File: src/pui_pkg.sv
package pui_pkg;
   // ----------------------------------------------------------
   // Register map
   // ----------------------------------------------------------
   localparam logic [7:0] ADDR_USER_SENSE_ENABLE = 8'h17;
   localparam logic [7:0] ADDR_REVISION_IDENT    = 8'h18;
   localparam logic [7:0] ADDR_INJECTION_COUNT   = 8'h19;
   localparam int         BIT_SENSE_0            = 0;
   localparam int         BIT_SENSE_1            = 1;
   localparam int         BIT_ENABLE_0           = 2;
   localparam int         BIT_ENABLE_1           = 3;
   localparam logic [7:0] RESET_BYTE             = 8'h00;
   localparam logic [1:0] INJ_ONE_SHOT           = 2'h1;
   localparam logic [1:0] INJ_PERIODIC           = 2'h2;
   // ----------------------------------------------------------
   // Timing
   // ----------------------------------------------------------
   localparam int CLK_PERIOD_NS   = 40;
   localparam int SENSE_QUAL_NS   = 160;
   localparam int SENSE_QUAL_CYC  = (SENSE_QUAL_NS + CLK_PERIOD_NS - 1) / CLK_PERIOD_NS;
   localparam int INJ_STEP_NS     = 80;
   localparam int INJ_STEP_CYC    = (INJ_STEP_NS / CLK_PERIOD_NS) < 1 ? 1 : INJ_STEP_NS / CLK_PERIOD_NS;
endpackage

File: src/pui_user_id_inj.sv
`timescale 1ns/1ps
module pui_user_id_inj
   import pui_pkg::*;
#(
   parameter logic [7:0] REVISION = 8'h01 // Arbitrary value
)
(
   // Clock and reset
   input  wire logic       ref_clk,
   input  wire logic       rst_n,
   // Control bus
   input  wire logic [7:0] busAddr,
   input  wire logic       busRead,
   input  wire logic       busWrite,
   input  wire logic [7:0] busWdata,
   output logic      [7:0] busRdata,
   // Write reject event to the interrupt condition register
   output logic            writeRejectSet,
   // Transmit state and threshold
   input  wire logic [1:0] injectionControlField,
   input  wire logic [7:0] injectionThreshold,
   input  wire logic       thresholdWrite,
   // User pins
   input  wire logic       senseIn0,
   input  wire logic       senseIn1,
   output logic            enableOut0,
   output logic            enableOut1
);
   import pui_pkg::*;

   logic       qual0;
   logic       qual1;
   logic       senseLatch0;
   logic       senseLatch1;
   logic       enableCtl0;
   logic       enableCtl1;
   logic [7:0] injectionCount;
   logic [7:0] injectionSnapshot;
   logic [$clog2(INJ_STEP_CYC+1)-1:0] stepCount;
   logic       stepTick;
   logic       counterActive;
   logic       userWrite;

   // ----------------------------------------------------------
   // Sense qualification
   // ----------------------------------------------------------
   pui_sense_qual u_qual0
   (
      .ref_clk   (ref_clk),
      .rst_n     (rst_n),
      .senseIn   (senseIn0),
      .qualified (qual0)
   );

   pui_sense_qual u_qual1
   (
      .ref_clk   (ref_clk),
      .rst_n     (rst_n),
      .senseIn   (senseIn1),
      .qualified (qual1)
   );

   assign userWrite = busWrite && (busAddr == ADDR_USER_SENSE_ENABLE);

   // ----------------------------------------------------------
   // User register
   // ----------------------------------------------------------
   // Set beats a clearing write so no event is lost
   always_ff @(posedge ref_clk)
   begin
      if (!rst_n)
      begin
         senseLatch0 <= RESET_BYTE[BIT_SENSE_0];
         senseLatch1 <= RESET_BYTE[BIT_SENSE_1];
      end
      else
      begin
         if (qual0)
            senseLatch0 <= 1'b1;
         else if (userWrite && !busWdata[BIT_SENSE_0])
            senseLatch0 <= 1'b0;
         if (qual1)
            senseLatch1 <= 1'b1;
         else if (userWrite && !busWdata[BIT_SENSE_1])
            senseLatch1 <= 1'b0;
      end
   end

   always_ff @(posedge ref_clk)
   begin
      if (!rst_n)
      begin
         enableCtl0 <= RESET_BYTE[BIT_ENABLE_0];
         enableCtl1 <= RESET_BYTE[BIT_ENABLE_1];
      end
      else if (userWrite)
      begin
         enableCtl0 <= busWdata[BIT_ENABLE_0];
         enableCtl1 <= busWdata[BIT_ENABLE_1];
      end
   end

   assign enableOut0 = enableCtl0;
   assign enableOut1 = enableCtl1;

   // ----------------------------------------------------------
   // Injection counter
   // ----------------------------------------------------------
   assign counterActive = (injectionControlField == INJ_ONE_SHOT)
                       || (injectionControlField == INJ_PERIODIC);
   assign stepTick = counterActive && (stepCount == $bits(stepCount)'(INJ_STEP_CYC - 1));

   always_ff @(posedge ref_clk)
   begin
      if (!rst_n || !counterActive)
         stepCount <= '0;
      else if (stepTick)
         stepCount <= '0;
      else
         stepCount <= stepCount + 1'b1;
   end

   always_ff @(posedge ref_clk)
   begin
      if (!rst_n)
         injectionCount <= RESET_BYTE;
      else if (thresholdWrite)
         injectionCount <= injectionThreshold;
      else if (stepTick)
      begin
         if (injectionCount == 8'h00)
            injectionCount <= injectionThreshold;
         else
            injectionCount <= injectionCount - 8'h01;
      end
   end

   // ----------------------------------------------------------
   // Read path and write reject
   // ----------------------------------------------------------
   always_comb
   begin
      injectionSnapshot = injectionCount;
   end

   // Reads return data one cycle after the read strobe
   always_ff @(posedge ref_clk)
   begin
      if (!rst_n)
         busRdata <= RESET_BYTE;
      else if (busRead)
      begin
         case (busAddr)
            ADDR_USER_SENSE_ENABLE: busRdata <= {4'h0, enableCtl1, enableCtl0, senseLatch1, senseLatch0};
            ADDR_REVISION_IDENT:    busRdata <= REVISION;
            ADDR_INJECTION_COUNT:   busRdata <= injectionSnapshot;
            default:                busRdata <= RESET_BYTE;
         endcase
      end
   end

   always_ff @(posedge ref_clk)
   begin
      if (!rst_n)
         writeRejectSet <= 1'b0;
      else
         writeRejectSet <= busWrite && ((busAddr == ADDR_REVISION_IDENT)
                                     || (busAddr == ADDR_INJECTION_COUNT));
   end

   // ----------------------------------------------------------
   // Checks
   // ----------------------------------------------------------
   a_sense_sticks: assert property (@(posedge ref_clk) disable iff (!rst_n)
      $fell(senseIn0) && senseLatch0 && !busWrite |=> senseLatch0)
      else $error("sense bit dropped without write");
   a_sense_qual: assert property (@(posedge ref_clk) disable iff (!rst_n)
      senseIn0 [*4] ##3 1'b1 |=> senseLatch0)
      else $error("sense bit not set after qualification");
   a_sense_clear: assert property (@(posedge ref_clk) disable iff (!rst_n)
      userWrite && !busWdata[BIT_SENSE_0] && !qual0 |=> !senseLatch0)
      else $error("sense bit not cleared by write");
   a_enable_reset: assert property (@(posedge ref_clk)
      !rst_n |=> !enableOut0 && !enableOut1)
      else $error("enable outputs not cleared by reset");
   a_reserved_zero: assert property (@(posedge ref_clk) disable iff (!rst_n)
      busRead && busAddr == ADDR_USER_SENSE_ENABLE |=> busRdata[7:4] == 4'h0)
      else $error("reserved bits read nonzero");
   a_enable_follows: assert property (@(posedge ref_clk) disable iff (!rst_n)
      userWrite |=> enableOut0 == $past(busWdata[BIT_ENABLE_0]))
      else $error("enable out 0 mismatch");
   a_enable1_follows: assert property (@(posedge ref_clk) disable iff (!rst_n)
      userWrite |=> enableOut1 == $past(busWdata[BIT_ENABLE_1]))
      else $error("enable out 1 mismatch");
   a_reject_pulse: assert property (@(posedge ref_clk) disable iff (!rst_n)
      busWrite && busAddr == ADDR_REVISION_IDENT |=> writeRejectSet)
      else $error("revision write not rejected");
   a_count_reject: assert property (@(posedge ref_clk) disable iff (!rst_n)
      busWrite && busAddr == ADDR_INJECTION_COUNT
         |=> writeRejectSet && ($stable(injectionCount) || $past(stepTick) || $past(thresholdWrite)))
      else $error("count write not rejected");
   a_snapshot_read: assert property (@(posedge ref_clk) disable iff (!rst_n)
      busRead && busAddr == ADDR_INJECTION_COUNT |=> busRdata == $past(injectionCount))
      else $error("count snapshot wrong");
   a_count_reset: assert property (@(posedge ref_clk)
      !rst_n |=> injectionCount == 8'h00)
      else $error("counter not zero after reset");
   a_count_hold: assert property (@(posedge ref_clk) disable iff (!rst_n)
      !counterActive && !thresholdWrite |=> $stable(injectionCount))
      else $error("counter moved while inactive");
   a_count_step: assert property (@(posedge ref_clk) disable iff (!rst_n)
      stepTick && !thresholdWrite && injectionCount != 8'h00 |=> injectionCount == $past(injectionCount) - 8'h01)
      else $error("counter decrement wrong");
   a_reload: assert property (@(posedge ref_clk) disable iff (!rst_n)
      thresholdWrite |=> injectionCount == $past(injectionThreshold))
      else $error("threshold reload missed");
   a_reload_zero: assert property (@(posedge ref_clk) disable iff (!rst_n)
      stepTick && !thresholdWrite && injectionCount == 8'h00 |=> injectionCount == $past(injectionThreshold))
      else $error("reload at zero missed");
   a_read_rev: assert property (@(posedge ref_clk) disable iff (!rst_n)
      busRead && busAddr == ADDR_REVISION_IDENT |=> busRdata == REVISION)
      else $error("revision read wrong");
endmodule

File: src/pui_sense_qual.sv
`timescale 1ns/1ps
module pui_sense_qual
   import pui_pkg::*;
#(
   parameter int QUAL_CYC = SENSE_QUAL_CYC
)
(
   // Clock and reset
   input  wire logic ref_clk,
   input  wire logic rst_n,
   // Pin
   input  wire logic senseIn,
   // Result
   output logic      qualified
);
   localparam int CW = $clog2(QUAL_CYC + 1);
   logic          syncA;
   logic          syncB;
   logic [CW-1:0] highCount;

   // ----------------------------------------------------------
   // Synchroniser and run-length counter
   // ----------------------------------------------------------
   always_ff @(posedge ref_clk)
   begin
      if (!rst_n)
      begin
         syncA <= 1'b0;
         syncB <= 1'b0;
      end
      else
      begin
         syncA <= senseIn;
         syncB <= syncA;
      end
   end

   // Saturates so a long pulse keeps reporting qualified
   always_ff @(posedge ref_clk)
   begin
      if (!rst_n)
         highCount <= '0;
      else if (!syncB)
         highCount <= '0;
      else if (highCount != CW'(QUAL_CYC))
         highCount <= highCount + CW'(1);
   end

   assign qualified = (highCount == CW'(QUAL_CYC));
endmodule

File: config.mk
export PLATFORM = sky130hd
export DESIGN_NAME = pui_user_id_inj
export DESIGN_NICKNAME = d
export VERILOG_FILES = /design/src/pui_pkg.sv /design/src/pui_user_id_inj.sv /design/src/pui_sense_qual.sv
export SDC_FILE = /design/constraint.sdc
export NUM_CORES = 1
export LEC_CHECK = 0
export BUFFER_PORTS_ARGS = -buffer_cell sky130_fd_sc_hd__buf_2
export CORE_MARGIN = 1.5
export CORE_UTILIZATION = 35
export DETAILED_ROUTE_END_ITERATION = 7
export PLACE_DENSITY = 0.58
export SLEW_MARGIN = 20
export SYNTH_ARGS = -nofsm -noshare
export SYNTH_HDL_FRONTEND = slang
export SYNTH_HIERARCHICAL = 1
export SYNTH_SLANG_ARGS = --single-unit
File: constraint.sdc
create_clock -name ref_clk -period 2.27 [get_ports ref_clk]
set_input_delay 0.681 -clock ref_clk [delete_from_list [all_inputs] [get_ports ref_clk]]
set_output_delay 0.681 -clock ref_clk [all_outputs]
set_load 0.005 [all_outputs]
==> flow_summary.json, run 1 <==
{
  "reg2reg_to": "injectionCount[3]",
  "die_w_um": 73.3,
  "first_pass_iters": 4,
  "path_delay_family": "simple AND/OR/NAND/NOR gates",
  "place.gp.congestion": 0.855,
  "synth_cell_types": 54,
  "cts-resized-gates": 0,
  "cp.required_ns": 2.46,
  "synth_ff_type": "dfxtp_1",
  "finalPower_mw": 1.41,
  "cts_tree": "yes",
  "clkTransAtPathRegs_ns": 0.07,
  "hold_path_end": "stepCount[0]",
  "portBuffers": 39,
  "postSynth.asyncResetShare_pct": 0,
  "critPathKind": "register to register",
  "drcViolationCount": 0,
  "cts_hold_buffers": 0,
  "syn_avg_cell_area_um2": 8.91,
  "cap_violations": 0,
  "setup-tns-final_ns": 0,
  "cts-root-buf": "clkbuf_8",
  "p_leak_nw": 0.910,
  "grt_pass1_vias": 1403,
  "clock.fmax_mhz": 541,
  "use_met2_pct": 23.8,
  "synth_top_area_share_pct": 38.2,
  "timing.rr.start": "injectionCount[0]",
  "antenna_found_initial": 0,
  "postRouteAntennaNets": 0,
  "multiInputGateArea_um2": 936,
  "r2r_cells": 6,
  "placed_area_um2": 1990,
  "synth-edff-count": 0,
  "dieArea_um2": 5370,
  "design_area_um2": 2110,
  "synth_seq_cells": 33,
  "grt_pass1_wl_mm": 6.42,
  "final-seq-area_um2": 661,
  "critPathBufInv": 1,
  "cts_setup_buffers": 0,
  "antenna_cells": 0,
  "netlist_top_cells_area": "dfxtp_1, ha_1, a21oi_1, inv_1, nor2_1",
  "vias": 1518,
  "finalCritPeriodShare_pct": 81.4,
  "syn-instance-count": 194,
  "yosysTopAreaCell": "dfxtp_1",
  "cts_made_buffers": 5,
  "path_cells": "inv_1 > ha_1 > nor4b_4 > a21oi_2 > and4_1 > a311o_1",
  "slew_violations": 0,
  "start_util_pct": 36.4,
  "initialDrtViolationCount": 55,
  "clkLatencyLatePin_ns": 0.29,
  "crit_fanout": 9,
  "post_drt_via_cell_ratio": 4.94,
  "layout.nets": 279,
  "min_from": "stepCount[0]",
  "min_path_cells": 1,
  "io_pins": 44,
  "synth.most_common_cell": "dfxtp_1",
  "yosysWarnings": 6,
  "rows": 25,
  "grt_max_degree": 23,
  "yosysSeqAreaShare_pct": 38.2,
  "crit_slowest_cell": "nor4b_4",
  "area.growth.synth_to_final_pct": 21.9,
  "h-tree-depth": 2,
  "layout_min_cycle_time_ns": 1.85,
  "rsz0062_at_grt": "false",
  "top_usage_layer": "met2",
  "finalWirelength_mm": 3.84,
  "syn_nets": 234,
  "slew_headroom_pct": 70.3,
  "drive_gt1_share_pct": 28.3,
  "final_hold_viol_count": 0,
  "slowest_delay_ns": 0.35,
  "ir_worst_vdd_mv": 0.353,
  "cts_buffer_depth": 2,
  "cts.sinks": 33,
  "ys_top_cells_by_count": "dfxtp_1, inv_1, a21oi_1, nor2_1, nand2_1",
  "tightest_slew_ns": 0.446,
  "wire_per_inst_um": 12.5,
  "use_met1_pct": 21.1,
  "grtUsageTotal_pct": 15.6,
  "reg2reg_slack_ns": 0.42,
  "dpl.hpwl_mm": 2.83,
  "setup_viol": 0,
  "coreArea_um2": 4750,
  "netlist_area_um2": 1730,
  "power.density_nw_per_um2": 667,
  "die_h_um": 73.3,
  "fillCellCount": 495,
  "cp-end-kind": "register",
  "fin_worst_skew_ns": 0.0104,
  "overflow": 0,
  "hp-class": "register to register",
  "met3_usage_pct": 4.25,
  "outcome": "complete, no violations",
  "worstPathArrival_ns": 2.03,
  "start_kind": "register",
  "utilization_pct": 44.3
}
[routing by layer]
metal | up-vias | routed length [um]
met5 | - | 0
met4 | 0 | 61
met3 | 5 | 232
met2 | 50 | 1640
met1 | 681 | 1900
li1 | 782 | -
[cell type report]
class / instances / area share [%]
Inverter: 20 / 3.56
Sequential cell: 33 / 31.3
Multi-Input combinational cell: 135 / 44.4
Clock buffer: 6 / 3.92
Tap cell: 67 / 3.98
Timing Repair Buffer: 44 / 11.0
Clock inverter: 2 / 1.78
[cells in the final DEF (no fill, tap or decap), types with 4 or more instances in the layout]
cell | netlist | layout
and2_1 | 8 | 8
mux2i_1 | 4 | 4
dfxtp_1 | 33 | 33
buf_2 | 0 | 39
a21oi_1 | 15 | 15
buf_4 | 0 | 5
nand2_1 | 10 | 10
nor2_1 | 15 | 15
nor2b_1 | 5 | 5
nand3_1 | 9 | 9
clkbuf_8 | 2 | 6
inv_1 | 20 | 20
o21ai_1 | 4 | 4
ha_1 | 7 | 7
[metrics by stage]
step | hold WS [ns] | std cells | setup WS [ns]
detailed placement | 0.411 | 299 | 0.272
finish | 0.421 | 307 | 0.423
CTS | 0.422 | 307 | 0.423
global route | 0.467 | 307 | 0.292
floorplan | 0.398 | 194 | 0.462
global placement | 0.409 | 299 | 0.300
[registers in the layout, summed over array words and instances, names as in the netlist]
signal and count:
u_qual1/syncA 1, u_qual1/highCount 3, u_qual0/syncB 1, injectionCount 8
enableOut1 1, u_qual1/syncB 1, senseLatch0 1, writeRejectSet 1
stepCount 2, enableOut0 1, u_qual0/highCount 3, busRdata 8
senseLatch1 1, u_qual0/syncA 1
[kinds of logic after synthesis]
kind of cell | share of synthesized area, %
AND/OR/NAND/NOR | 27.8
adder cells (fa/ha/maj) | 5.06
AO/OA/AOI/OAI | 17.4
multiplexers | 2.97
buffers and inverters | 7.67
flip-flops | 38.2
XOR/XNOR | 0.941
[power by group]
part,internal (mW),switching (mW)
logic,0.0915,0.109
registers,0.599,0.0246
clock network,0.357,0.225
[worst max path at each step]
| stage | from | endpoint | slack (ns) | depth (start not counted) |
|---|---|---|---|---|
| after floorplan | injectionControlField[1] | injectionCount[6] | 0.46 | 4 |
| after global placement | injectionControlField[1] | injectionCount[6] | 0.30 | 5 |
| after detailed placement | injectionControlField[1] | injectionCount[6] | 0.27 | 5 |
| after CTS | injectionCount[0] | injectionCount[3] | 0.42 | 6 |
| after global routing | injectionCount[0] | injectionCount[3] | 0.29 | 6 |
| final | injectionCount[0] | injectionCount[3] | 0.42 | 6 |
Note: power is estimated with default switching activity, not from simulation.
==> run 2: changes to the inputs <==
clock period = 1.9 ns   (was 2.27 ns; I/O delays follow)
==> run 2 against run 1 <==
Flip-flop and latch count is the same. Die area is the same. Non-clock buffer count increased by 5. Sequential share of layout area fell by 0.60 points. Critical path type unchanged. Largest cell class unchanged.
==> flow_summary.json, run 2 (synthesized netlist as in run 1, its figures left out) <==
{
  "die_h_um": 73.3,
  "wire_per_inst_um": 12.6,
  "fin_worst_skew_ns": 0.00326,
  "initialDrtViolationCount": 56,
  "path_cells": "inv_1 > ha_1 > nor4b_4 > buf_4 > mux2_2 > nand3_1 > a21oi_1",
  "grt_pass1_wl_mm": 6.45,
  "fillCellCount": 511,
  "critPathKind": "register to register",
  "clkLatencyLatePin_ns": 0.28,
  "cp.required_ns": 2.07,
  "coreArea_um2": 4750,
  "drive_gt1_share_pct": 29.4,
  "dpl.hpwl_mm": 2.95,
  "grt_pass1_vias": 1371,
  "worstPathArrival_ns": 1.93,
  "ir_worst_vdd_mv": 0.307,
  "slowest_delay_ns": 0.32,
  "place.gp.congestion": 0.839,
  "antenna_cells": 0,
  "finalWirelength_mm": 3.93,
  "cts-root-buf": "clkbuf_8",
  "cts_made_buffers": 5,
  "final_cell_mix": "buf_2, dfxtp_1, inv_1",
  "layout_min_cycle_time_ns": 1.76,
  "utilization_pct": 45.2,
  "slew_violations": 0,
  "cts-resized-gates": 0,
  "grt_max_degree": 15,
  "setup_viol": 0,
  "clock.fmax_mhz": 569,
  "reg2reg_slack_ns": 0.14,
  "io_pins": 44,
  "portBuffers": 39,
  "rsz0062_at_grt": "false",
  "post_drt_via_cell_ratio": 4.95,
  "rows": 25,
  "cts_setup_buffers": 0,
  "cap_violations": 0,
  "drcViolationCount": 0,
  "final_hold_viol_count": 0,
  "h-tree-depth": 2,
  "cts.sinks": 33,
  "grtUsageTotal_pct": 15.8,
  "crit_slowest_cell": "dfxtp_1",
  "postRouteAntennaNets": 0,
  "power.density_nw_per_um2": 787,
  "tightest_slew_ns": 0.371,
  "cts_buffer_depth": 2,
  "top_regs": "busRdata x8, injectionCount x8",
  "cts_hold_buffers": 0,
  "clkTransAtPathRegs_ns": 0.07,
  "p_leak_nw": 0.937,
  "setup-tns-final_ns": 0,
  "first_pass_iters": 4,
  "finalCritPeriodShare_pct": 92.5,
  "cp-end-kind": "register",
  "outcome": "complete, no violations",
  "crit_fanout": 4,
  "start_kind": "register",
  "start_util_pct": 36.4,
  "area.growth.synth_to_final_pct": 24.3,
  "slew_headroom_pct": 74.9,
  "placed_area_um2": 2030,
  "layout.nets": 284,
  "hp-class": "register to register",
  "design_area_um2": 2150,
  "dieArea_um2": 5370,
  "layout_commonest_cell": "buf_2",
  "cts_tree": "yes",
  "antenna_found_initial": 0,
  "overflow": 0,
  "vias": 1545,
  "die_w_um": 73.3
}
[run 2: final timing paths]
kind	from	endpoint	cells past startpoint
setup / recovery	injectionCount[0]	injectionCount[4]	7
hold / removal	stepCount[0]	stepCount[0]	1
setup reg to reg	injectionCount[0]	injectionCount[4]	7
hold reg to reg	stepCount[0]	stepCount[0]	1
[run 2: report_power, final]
part | internal (mW) | leakage (nW) | switching, mW | total [mW]
registers | 0.716 | 0.269 | 0.0254 | 0.741
clock network | 0.427 | 0.0585 | 0.251 | 0.678
logic | 0.127 | 0.610 | 0.144 | 0.272
total | 1.27 | 0.937 | 0.421 | 1.69
[run 2: worst max-delay path, delay by kind of cell (launching register included)]
kind	cells	cell delay, ns
and+or+nand+nor	2	0.38
DFF	1	0.32
buffers and inverters	2	0.32
muxes	1	0.32
adders and majority gates	1	0.23
AOI/OAI and AO/OA	1	0.07
[run 2: area by class of cell]
type | instances | area [um2] | share of cell area [%]
clock buffer | 7 | 86.3 | 4.02
sequential | 33 | 661 | 30.7
timing repair buffer | 49 | 270 | 12.6
clock inverter | 1 | 30.0 | 1.40
tap | 67 | 83.8 | 3.90
multi-input combinational | 135 | 943 | 43.9
inverter | 20 | 75.1 | 3.49
[run 2: per-stage QoR]
stage                     std cells  hold WS [ns]  setup slack [ns]  total power, mW
after floorplan                 194         0.398             0.203            0.923
after global placement          304         0.411            0.0604             1.02
after detailed placement        304         0.419            0.0561             1.02
after CTS                       312         0.430             0.118             1.71
after global routing            312         0.455            0.0615             1.77
final                           312         0.427             0.142             1.69
[run 2: metal layers]
layer	track usage (%)	up-vias	routed length, um
li1	-	794	-
met1	21.6	710	2020
met2	23.7	39	1690
met3	4.12	2	172
met4	6.17	0	40
met5	0	-	0
